$ cat src/logic/bru_defines.vh
// constants and field layout for the branch instruction unit
// Notes on behaviour
// [RQ1] short jump loads 15-bit address
// [RQ2] long jump loads full 16-bit address
// [RQ3] long/link forms never index immediate reference
// [RQ4] condition jump: taken loads address, else next
// [RQ5] selector: ov, neg, zero, pos, then negations
// [RQ6] increment index; nonzero result jumps
// [RQ7] index selector 1, 2, 3 picks register
// [RQ8] indexed long always adds second index
// [RQ9] link writes next address, short jump
// [RQ10] link value written before indexing or indirection
// [RQ11] long link writes second index register
// [RQ12] save-return stores link word, continues after
// [RQ13] link word: condition 19-16, return 15-0
// [RQ14] link bit 20 records user mode
// [RQ15] save-return blocks external interrupts one instruction
// [RQ16] reset-interrupt clears highest active level, jumps
// [RQ17] indirect reset-interrupt restores condition, returns
// [RQ18] held external interrupts stay active
// [RQ19] executive traps reset even while held
// [RQ20] byte-step increments byte field then word
// [RQ21] indirect reset-interrupt in monitor sets mode
// [RQ22] direct reset-interrupt keeps condition, blocks interrupts
// [RQ23] effective address follows indirect chain with indexing
// [RQ24] untaken branch only advances program address
`ifndef BRU_DEFINES_VH
`define BRU_DEFINES_VH
// instruction fields
`define BRU_OP_HI 23
`define BRU_OP_LO 18
`define BRU_IND_BIT 17
`define BRU_VAR_BIT 16
`define BRU_SEL_HI 16
`define BRU_SEL_LO 14
`define BRU_SADR_HI 13
// opcodes
`define BRU_OP_JSHORT 6'o21
`define BRU_OP_JCOND 6'o22
`define BRU_OP_JINC 6'o23
`define BRU_OP_JLINK 6'o24
`define BRU_OP_JSAVE 6'o25
`define BRU_OP_JLONG 6'o26
`define BRU_OP_BSTEP 6'o60
`define BRU_BSTEP_FIRST 3'd7
`define BRU_BSTEP_SECOND 3'd6
// chain word fields
`define BRU_CW_IND 23
`define BRU_CW_XHI 22
`define BRU_CW_XLO 21
`define BRU_LW_MODE 20
`define BRU_LW_CHI 19
`define BRU_LW_CLO 16
`define BRU_BSTEP_WRAP 24'h400000
// condition register bits
`define BRU_C_OV 3
`define BRU_C_NEG 2
`define BRU_C_ZERO 1
`define BRU_C_POS 0
// register byte offsets
`define BRU_REG_INSTR 8'h00
`define BRU_REG_STATUS 8'h04
`define BRU_REG_PADDR 8'h08
`define BRU_REG_IDX1 8'h0c
`define BRU_REG_IDX2 8'h10
`define BRU_REG_IDX3 8'h14
`define BRU_REG_COND 8'h18
`define BRU_REG_ACTIVE 8'h1c
// status bits
`define BRU_ST_BUSY 0
`define BRU_ST_BLOCK 1
`define BRU_ST_USER 2
`define BRU_ST_HOLD 3
// reset values
`define BRU_RST_PADDR 16'h0000
`define BRU_RST_COND 4'h0
`endif

$ cat src/logic/bru_branch_unit.v
// branch execution unit with wishbone register access and memory port
`include "bru_defines.vh"
module bru_branch_unit #(
    parameter LEVELS = 8,
    parameter [7:0] TRAP_MASK = 8'h03
) (
    // clock and reset
    input wire CLOCK_IN,
    input wire SYS_RST_IN,
    // wishbone slave
    input wire WB_CYC_IN,
    input wire WB_STB_IN,
    input wire WB_WE_IN,
    input wire [7:0] WB_ADR_IN,
    input wire [3:0] WB_SEL_IN,
    input wire [31:0] WB_DAT_IN,
    output wire [31:0] WB_DAT_OUT,
    output wire WB_ACK_OUT,
    // memory port
    output wire MEM_REQ_OUT,
    output wire MEM_WE_OUT,
    output wire [15:0] MEM_ADDR_OUT,
    output wire [23:0] MEM_WDATA_OUT,
    input wire [23:0] MEM_RDATA_IN,
    input wire MEM_ACK_IN,
    // status
    output wire BUSY_OUT,
    output wire EXT_INT_BLOCK_OUT,
    output wire USER_MODE_OUT,
    output wire [7:0] ACTIVE_INT_OUT
);
    localparam ST_IDLE = 3'd0;
    localparam ST_DECODE = 3'd1;
    localparam ST_FETCH = 3'd2;
    localparam ST_EXEC = 3'd3;
    localparam ST_STORE = 3'd4;

    reg [2:0] state_r;
    reg [23:0] ir_r;
    reg [15:0] p_r;
    reg [23:0] i_r;
    reg [23:0] j_r;
    reg [23:0] k_r;
    reg [3:0] cond_r;
    reg user_r;
    reg hold_r;
    reg block_r;
    reg [7:0] act_r;
    reg [15:0] ea_r;
    reg [23:0] last_r;
    reg chained_r;
    reg mreq_r;
    reg mwe_r;
    reg [23:0] mwdat_r;
    reg ack_r;
    reg [31:0] dat_r;

    // index register read by selector; selector 0 reads as zero
    function [23:0] idx_val;
        input [1:0] sel;
        input [23:0] v1;
        input [23:0] v2;
        input [23:0] v3;
        begin
            case (sel) // [RQ7]
                2'd1: idx_val = v1;
                2'd2: idx_val = v2;
                2'd3: idx_val = v3;
                default: idx_val = 24'h000000;
            endcase
        end
    endfunction

    function [31:0] merge;
        input [31:0] old;
        input [31:0] nw;
        input [3:0] sel;
        begin
            merge = (old & ~{{8{sel[3]}}, {8{sel[2]}}, {8{sel[1]}}, {8{sel[0]}}})
                | (nw & {{8{sel[3]}}, {8{sel[2]}}, {8{sel[1]}}, {8{sel[0]}}});
        end
    endfunction

    // lowest set bit, used as the highest-priority level
    function [7:0] lowest;
        input [7:0] v;
        begin
            lowest = v & (~v + 8'h01);
        end
    endfunction

    wire [5:0] op = ir_r[`BRU_OP_HI:`BRU_OP_LO];
    wire ind = ir_r[`BRU_IND_BIT];
    wire [2:0] sel = ir_r[`BRU_SEL_HI:`BRU_SEL_LO];
    wire var_b = ir_r[`BRU_VAR_BIT];
    wire is_long = (op == `BRU_OP_JSAVE) || (op == `BRU_OP_JLONG)
        || ((op == `BRU_OP_JINC) && var_b);
    wire ind_ok = (op == `BRU_OP_JSHORT) || (op == `BRU_OP_JCOND)
        || (op == `BRU_OP_JLINK) || (op == `BRU_OP_JSAVE) || (op == `BRU_OP_JLONG);
    wire [15:0] addr0 = is_long ? ir_r[15:0] : {2'b00, ir_r[`BRU_SADR_HI:0]};
    // only the short jump and the indexed long form index the immediate
    wire [23:0] add0 = (op == `BRU_OP_JSHORT) ? idx_val(sel[1:0], i_r, j_r, k_r) :
        ((op == `BRU_OP_JINC) && var_b) ? j_r : 24'h000000; // [RQ3] [RQ8]
    wire [15:0] ea0 = addr0 + add0[15:0];
    wire [23:0] cw_idx = idx_val(MEM_RDATA_IN[`BRU_CW_XHI:`BRU_CW_XLO], i_r, j_r, k_r);
    wire [15:0] p_inc = p_r + 16'h0001;
    wire [15:0] p_short = {p_r[15], ea_r[14:0]};
    wire [23:0] sel_reg = idx_val(sel[1:0], i_r, j_r, k_r);
    wire [23:0] inc_reg = sel_reg + 24'h000001;
    wire step_first = (sel == `BRU_BSTEP_FIRST);
    wire [23:0] step_reg = step_first ? i_r : j_r;
    wire [1:0] step_hi = step_reg[23:22] + 2'b01;
    wire [21:0] step_lo = step_reg[21:0] + 22'h000001;
    wire [7:0] elig = hold_r ? (act_r & TRAP_MASK) : act_r;
    wire cond_taken;
    wire wb_req = WB_CYC_IN && WB_STB_IN;
    wire wb_wr = wb_req && ack_r && WB_WE_IN;
    wire idle = (state_r == ST_IDLE);
    // merged bus words; only the low bits of each register are kept
    wire [31:0] mrg_p = merge({16'h0000, p_r}, WB_DAT_IN, WB_SEL_IN);
    wire [31:0] mrg_i = merge({8'h00, i_r}, WB_DAT_IN, WB_SEL_IN);
    wire [31:0] mrg_j = merge({8'h00, j_r}, WB_DAT_IN, WB_SEL_IN);
    wire [31:0] mrg_k = merge({8'h00, k_r}, WB_DAT_IN, WB_SEL_IN);

    bru_cond_test u_cond (
        .cond_in(cond_r),
        .sel_in(sel),
        .taken_out(cond_taken)
    );

    // bus reply: one-cycle ack, data captured in the same cycle
    always @(posedge CLOCK_IN) begin
        if (SYS_RST_IN) begin
            ack_r <= 1'b0;
            dat_r <= 32'h00000000;
        end else begin
            ack_r <= wb_req && !ack_r;
            if (wb_req && !ack_r) begin
                case (WB_ADR_IN)
                    `BRU_REG_INSTR: dat_r <= {8'h00, ir_r};
                    `BRU_REG_STATUS: dat_r <= {28'h0000000, hold_r, user_r, block_r, !idle};
                    `BRU_REG_PADDR: dat_r <= {16'h0000, p_r};
                    `BRU_REG_IDX1: dat_r <= {8'h00, i_r};
                    `BRU_REG_IDX2: dat_r <= {8'h00, j_r};
                    `BRU_REG_IDX3: dat_r <= {8'h00, k_r};
                    `BRU_REG_COND: dat_r <= {28'h0000000, cond_r};
                    `BRU_REG_ACTIVE: dat_r <= {24'h000000, act_r};
                    default: dat_r <= 32'h00000000;
                endcase
            end
        end
    end

    // software writes land only while idle, so the engine owns every register when busy
    always @(posedge CLOCK_IN) begin
        if (SYS_RST_IN) begin
            state_r <= ST_IDLE;
            ir_r <= 24'h000000;
            p_r <= `BRU_RST_PADDR;
            i_r <= 24'h000000;
            j_r <= 24'h000000;
            k_r <= 24'h000000;
            cond_r <= `BRU_RST_COND;
            user_r <= 1'b0;
            hold_r <= 1'b0;
            block_r <= 1'b0;
            act_r <= 8'h00;
            ea_r <= 16'h0000;
            last_r <= 24'h000000;
            chained_r <= 1'b0;
            mreq_r <= 1'b0;
            mwe_r <= 1'b0;
            mwdat_r <= 24'h000000;
        end else begin
            case (state_r)
                ST_IDLE: begin
                    if (wb_wr) begin
                        case (WB_ADR_IN)
                            `BRU_REG_INSTR: begin
                                if (WB_SEL_IN == 4'hf || WB_SEL_IN[2:0] == 3'h7) begin
                                    ir_r <= WB_DAT_IN[23:0];
                                    state_r <= ST_DECODE;
                                end
                            end
                            `BRU_REG_STATUS: begin
                                if (WB_SEL_IN[0]) begin
                                    user_r <= WB_DAT_IN[`BRU_ST_USER];
                                    hold_r <= WB_DAT_IN[`BRU_ST_HOLD];
                                end
                            end
                            `BRU_REG_PADDR: p_r <= mrg_p[15:0];
                            `BRU_REG_IDX1: i_r <= mrg_i[23:0];
                            `BRU_REG_IDX2: j_r <= mrg_j[23:0];
                            `BRU_REG_IDX3: k_r <= mrg_k[23:0];
                            `BRU_REG_COND: if (WB_SEL_IN[0]) cond_r <= WB_DAT_IN[3:0];
                            `BRU_REG_ACTIVE: if (WB_SEL_IN[0]) act_r <= WB_DAT_IN[7:0];
                            default: ;
                        endcase
                    end
                end
                ST_DECODE: begin
                    ea_r <= ea0; // [RQ23]
                    chained_r <= 1'b0;
                    // link lands before any indirection, so the chain sees it
                    if (op == `BRU_OP_JLINK) begin
                        case (sel[1:0]) // [RQ9] [RQ10]
                            2'd1: i_r <= {8'h00, p_inc};
                            2'd2: j_r <= {8'h00, p_inc};
                            2'd3: k_r <= {8'h00, p_inc};
                            default: ;
                        endcase
                    end
                    if (op == `BRU_OP_JLONG && var_b)
                        j_r <= {8'h00, p_inc}; // [RQ11] [RQ10]
                    state_r <= (ind_ok && ind) ? ST_FETCH : ST_EXEC; // [RQ23]
                end
                ST_FETCH: begin
                    if (!mreq_r) begin
                        mreq_r <= 1'b1;
                        mwe_r <= 1'b0;
                    end else if (MEM_ACK_IN) begin
                        mreq_r <= 1'b0;
                        last_r <= MEM_RDATA_IN;
                        chained_r <= 1'b1;
                        // chain words may be indexed even where the immediate may not
                        ea_r <= MEM_RDATA_IN[15:0] + cw_idx[15:0]; // [RQ3] [RQ23]
                        if (!MEM_RDATA_IN[`BRU_CW_IND])
                            state_r <= ST_EXEC;
                    end
                end
                ST_EXEC: begin
                    state_r <= ST_IDLE;
                    block_r <= 1'b0;
                    case (op)
                        `BRU_OP_JSHORT: p_r <= p_short; // [RQ1]
                        `BRU_OP_JCOND: p_r <= cond_taken ? ea_r : p_inc; // [RQ4] [RQ24]
                        `BRU_OP_JINC: begin
                            if (var_b) begin
                                p_r <= ea_r; // [RQ8]
                            end else begin
                                case (sel[1:0]) // [RQ6]
                                    2'd1: i_r <= inc_reg;
                                    2'd2: j_r <= inc_reg;
                                    2'd3: k_r <= inc_reg;
                                    default: ;
                                endcase
                                p_r <= (inc_reg != 24'h000000) ? ea_r : p_inc; // [RQ6] [RQ24]
                            end
                        end
                        `BRU_OP_JLINK: p_r <= p_short; // [RQ9]
                        `BRU_OP_JSAVE: begin
                            if (!var_b) begin
                                mreq_r <= 1'b1;
                                mwe_r <= 1'b1;
                                mwdat_r <= {3'b000, user_r, cond_r, p_inc}; // [RQ13] [RQ14]
                                state_r <= ST_STORE;
                            end else begin
                                // held externals survive; the highest active executive trap is reset even while held
                                act_r <= act_r & ~lowest(elig); // [RQ16] [RQ18] [RQ19]
                                if (chained_r) begin
                                    cond_r <= last_r[`BRU_LW_CHI:`BRU_LW_CLO]; // [RQ17] [RQ22]
                                    if (!user_r)
                                        user_r <= last_r[`BRU_LW_MODE]; // [RQ21]
                                end
                                p_r <= ea_r; // [RQ16] [RQ17]
                                block_r <= 1'b1; // [RQ22]
                            end
                        end
                        `BRU_OP_JLONG: p_r <= ea_r; // [RQ2] [RQ11]
                        `BRU_OP_BSTEP: begin
                            if (step_hi != 2'b00) begin
                                if (step_first)
                                    i_r <= {step_hi, step_reg[21:0]}; // [RQ20]
                                else
                                    j_r <= {step_hi, step_reg[21:0]}; // [RQ20]
                                p_r <= p_short;
                            end else if (step_lo != 22'h000000) begin
                                if (step_first)
                                    i_r <= {2'b01, step_lo}; // [RQ20]
                                else
                                    j_r <= {2'b01, step_lo}; // [RQ20]
                                p_r <= p_short;
                            end else begin
                                if (step_first)
                                    i_r <= `BRU_BSTEP_WRAP; // [RQ20]
                                else
                                    j_r <= `BRU_BSTEP_WRAP; // [RQ20]
                                p_r <= p_inc; // [RQ24]
                            end
                        end
                        default: p_r <= p_inc;
                    endcase
                end
                ST_STORE: begin
                    if (MEM_ACK_IN) begin
                        mreq_r <= 1'b0;
                        mwe_r <= 1'b0;
                        p_r <= ea_r + 16'h0001; // [RQ12]
                        block_r <= 1'b1; // [RQ15]
                        state_r <= ST_IDLE;
                    end
                end
                default: state_r <= ST_IDLE;
            endcase
        end
    end

    assign WB_DAT_OUT = dat_r;
    assign WB_ACK_OUT = ack_r;
    assign MEM_REQ_OUT = mreq_r;
    assign MEM_WE_OUT = mwe_r;
    assign MEM_ADDR_OUT = ea_r;
    assign MEM_WDATA_OUT = mwdat_r;
    assign BUSY_OUT = !idle;
    assign EXT_INT_BLOCK_OUT = block_r;
    assign USER_MODE_OUT = user_r;
    assign ACTIVE_INT_OUT = act_r;
endmodule // bru_branch_unit

$ cat src/logic/bru_cond_test.v
// condition selector decode for the conditional jump
`include "bru_defines.vh"
module bru_cond_test (
    // inputs
    input wire [3:0] cond_in,
    input wire [2:0] sel_in,
    // result
    output wire taken_out
);
    reg hit;
    always @* begin
        case (sel_in[1:0]) // [RQ5]
            2'd0: hit = cond_in[`BRU_C_OV];
            2'd1: hit = cond_in[`BRU_C_NEG];
            2'd2: hit = cond_in[`BRU_C_ZERO];
            default: hit = cond_in[`BRU_C_POS];
        endcase
    end
    // upper half of the selector asks for the negated condition
    assign taken_out = hit ^ sel_in[2]; // [RQ5]
endmodule // bru_cond_test

$ cat config.mk
export PLATFORM = sky130hd
export DESIGN_NAME = bru_branch_unit
export DESIGN_NICKNAME = d
export VERILOG_FILES = /design/src/logic/bru_branch_unit.v /design/src/logic/bru_cond_test.v
export VERILOG_INCLUDE_DIRS = /design/src /design/src/logic
export SDC_FILE = /design/constraint.sdc
export NUM_CORES = 1
export LEC_CHECK = 0
export BUFFER_PORTS_ARGS = -buffer_cell sky130_fd_sc_hd__buf_2
export CAP_MARGIN = 10
export CORE_MARGIN = 2
export CORE_UTILIZATION = 52
export DETAILED_ROUTE_END_ITERATION = 10
export HOLD_SLACK_MARGIN = 0.1
export PLACE_DENSITY = 0.81
export SLEW_MARGIN = 20
export SYNTH_ARGS = -nofsm -noshare
export SYNTH_HDL_FRONTEND = slang
export SYNTH_SLANG_ARGS = --single-unit
$ cat constraint.sdc
create_clock -name CLOCK_IN -period 4.3 [get_ports CLOCK_IN]
set_clock_uncertainty 0.05 [all_clocks]
set_input_delay 0.86 -clock CLOCK_IN [delete_from_list [all_inputs] [get_ports CLOCK_IN]]
set_output_delay 0.86 -clock CLOCK_IN [all_outputs]
set_load 0.02 [all_outputs]
==> summary.txt <==
Run status
  • Outcome: finished, violations left
  • Failing checks: setup timing

Critical path
  • Crit Path Max Fanout: 8
  • Worst path bufs/invs: 5
  • Critical path class: reg -> reg
  • CP required: 4.61 ns
  • Most used cell, CP: buf_4
  • Startpoint types: register
  • WP depth: 17
  • Slowest cell on crit path: dfxtp_2
  • CP max stage delay: 0.51 ns
  • FF-to-FF setup slack: -0.006 ns
  • Crit path max-delay family: simple AND/OR/NAND/NOR gates
  • FF-to-FF Start: ir_r[14]
  • Critical Path, Cell by Cell: buf_4 -> a22oi_2 -> inv_1 -> ha_2 -> and2_1 -> a32oi_4 -> buf_6 -> nor3_4 -> nand4_1 -> xor2_2 -> nor4_4 -> nand4_1 -> buf_4 -> o311ai_2 -> buf_4 -> nand2_1 -> a311oi_1
  • Nature of the critical path endpoint: register
  • R2R depth: 17
  • Critical Path AT: 4.62 ns

Global routing
  • Pin count of the biggest net entering global routing: 107
  • First-pass GRT wire length: 94820 um
  • Antenna violations before repair: 3
  • GRT Util Overall: 0.4000
  • Vias in the first global route: 15.91k
  • Remaining global-route overflow: 0

Drt
  • Avg Vias per Cell: 6.736
  • Met2 WL: 26900 um
  • DRC Markers: 0
  • DRT met1 WL: 24890 um
  • Via count: 17.57k
  • Top layer in use: met5
  • Met3 wire length: 7708 um
  • DRT antenna net count: 0
  • Wirelength per Cell: 24.36 um
  • Drt total wl: 63550 um
  • Iter 0 DRT Violations: 2460
  • TritonRoute pass-1 iters: 7

Pwr
  • PwrDens: 264.2 mW/mm^2
  • Peak supply drop: 276.8 uV
  • Leak: 6.463 nW
  • Total power draw: 0.004686 W

Finish
  • Multi-input logic area: 0.01080 sq mm
  • FILL cells: 2726
  • Nets: 2319
  • Fin cells: 2609
  • Layout cells sized above 1: 0.1857
  • Final core occ: 0.6017
  • Register Area: 0.004008 sq mm
  • Area grow syn2layout: 14.49%
  • Number of diodes: 0

STA
  • Crit path time final: 4.306 ns
  • Final setup viols: 1
  • Max Clock Freq: 232.2 MHz
  • Fin. max-slew vios: 0
  • Tcrit/Tclk final: 1.001
  • Fin worst setup slack: -0.005802 ns
  • Slew HR: 0.2887
  • Hold slack: 0.4129 ns
  • Slew @ Worst Pin: 1.060 ns
  • Final Hold Fails: 0

Clock tree
  • Total CTS buffers: 17
  • Clock tree buffer depth: 2
  • Clock latency on the worst-skew pair: 0.46 ns
  • Reg clk slew, reported paths: 0.09 ns
  • Clk sinks: 200
  • Hold_buf cts: 0
  • CTS root buf: clkbuf_16
  • H-tree Lvls: 4
  • CTS tree: done

Logic synthesis
  • Post-synth EDFFs: 0
  • Syn_area_per_cell: 7.445 sq um
  • Ranking of synthesized cells by area: dfxtp_1 (26%), nor2_1 (7.1%), nand2_1 (6.2%)
  • Synth Instances: 2081
  • Synth Flop Type: dfxtp_1
  • Ys async rst share: 0
  • Synth top area share: 0.2584
  • Synthesized flop and latch total: 200
  • Mapped cell area: 0.01549 sq mm
  • Yosys top cell by area: dfxtp_1
  • Netlist cell types: 91
  • Yosys Warn Count: 0
  • Sequential-to-total area share from yosys stat: 0.2584

Min path
  • Hold-critical path endpoint: MEM_WE_OUT
  • Worst hold path stage count: 2
  • Hold path startpoint: MEM_WE_OUT
  • Worst hold path class: reg -> reg

Place
  • DP HPWL: 47940 um
  • Routability congestion estimate from global placement: 1.057
  • Pre-CTS setup slack: -0.07743 ns
  • Post-Place Cells: 2567
  • Port buffer count: 139

Die
  • Die X: 176.6 um
  • Initial Util: 0.5255
  • Die ar.: 0.03119 sq mm
  • Cell Rows: 63
  • Ports: 160
  • Die Y: 176.6 um
  • Core ar.: 0.02948 sq mm

Flow run
  • Number of max-cap violations: 0
## metal layers
metal / GRT usage / vias to the layer above
met3: 0.08806 / 279
li1: - / 7814
met1: 0.5325 / 8201
met5: 0 / -
met4: 0.2307 / 5
met2: 0.5954 / 1275
## Yosys cell counts (37+ instances only)
master / number
nor2_1: 292
nand2_1: 257
dfxtp_1: 200
a21oi_1: 139
clkbuf_1: 138
o21ai_0: 91
a211oi_1: 73
xnor2_1: 69
mux2i_1: 68
a22oi_1: 56
nand3_1: 55
xor2_1: 52
nor3_1: 51
a311oi_1: 39
mux2_2: 38
ha_1: 37
## kinds of logic after synthesis
family / count (synthesis) / share of synthesized area
AND/OR/NAND/NOR: 821 / 0.2466
flip-flops: 200 / 0.2584
XOR/XNOR: 121 / 0.06840
AO/OA/AOI/OAI: 581 / 0.2596
multiplexers: 115 / 0.07882
adder cells (fa/ha/maj): 39 / 0.03246
buffers and inverters: 203 / 0.05540
other: 1 / 0.0002420
## power breakdown
part	switching [W]	internal [W]
combinational	0.000578	0.000305
clock	0.000876	0.000855
sequential	0.000146	0.00193
## tightest hold or removal path: stages, from the launching register on
cell and delay (ns):
dfxtp_1 0.32, nand2_1 0.05, a21oi_1 0.05
## layout by cell type, fill, tap and decap left out, types with 15 or more instances in the layout
master / n
or3_1: 15
nor3_1: 49
a221oi_1: 21
buf_4: 131
xor2_1: 51
nand2_1: 257
a211oi_1: 72
buf_2: 138
nor2_1: 288
nand3_1: 55
xnor2_1: 69
a311oi_1: 39
mux2i_1: 68
mux2_2: 38
a21o_1: 25
inv_1: 24
and3_1: 19
nand4_1: 29
a22oi_1: 54
dfxtp_1: 197
o21ai_0: 89
a21oi_1: 137
a22o_1: 26
clkbuf_16: 17
ha_1: 36
nor2b_1: 17
## worst max path at each step
stage	start	endpoint	slack, ns
2_1_floorplan	ir_r[15]	register	0.005
3_5_place_dp	ir_r[15]	register	-0.08
5_1_grt	ir_r[14]	register	-0.02
6_report	ir_r[14]	register	-0.006
3_3_place_gp	ir_r[15]	register	0.05
4_1_cts	ir_r[22]	MEM_ADDR_OUT[14]	0.01
## what timing repair did
item                                    CTS  global route
buffers inserted                          0            10
endpoints found under the setup margin    5            21
resized for setup                         1            23
pin swaps                                 0            10
## through the flow
step           instance area [sq um]   TNS (ns)
2_1_floorplan                  15540          0
3_3_place_gp                   16940          0
3_5_place_dp                   16940    -0.1863
4_1_cts                        17560          0
5_1_grt                        17740   -0.06250
6_report                       17740  -0.005802
## cell type report
cell class / count / area share
Tap cell: 390 / 0.02751
Inverter: 25 / 0.005290
Clock inverter: 14 / 0.009805
Clock buffer: 18 / 0.02476
Timing Repair Buffer: 274 / 0.09805
Multi-Input combinational cell: 1688 / 0.6087
Sequential cell: 200 / 0.2259
Power figures use the tool's default switching activity.
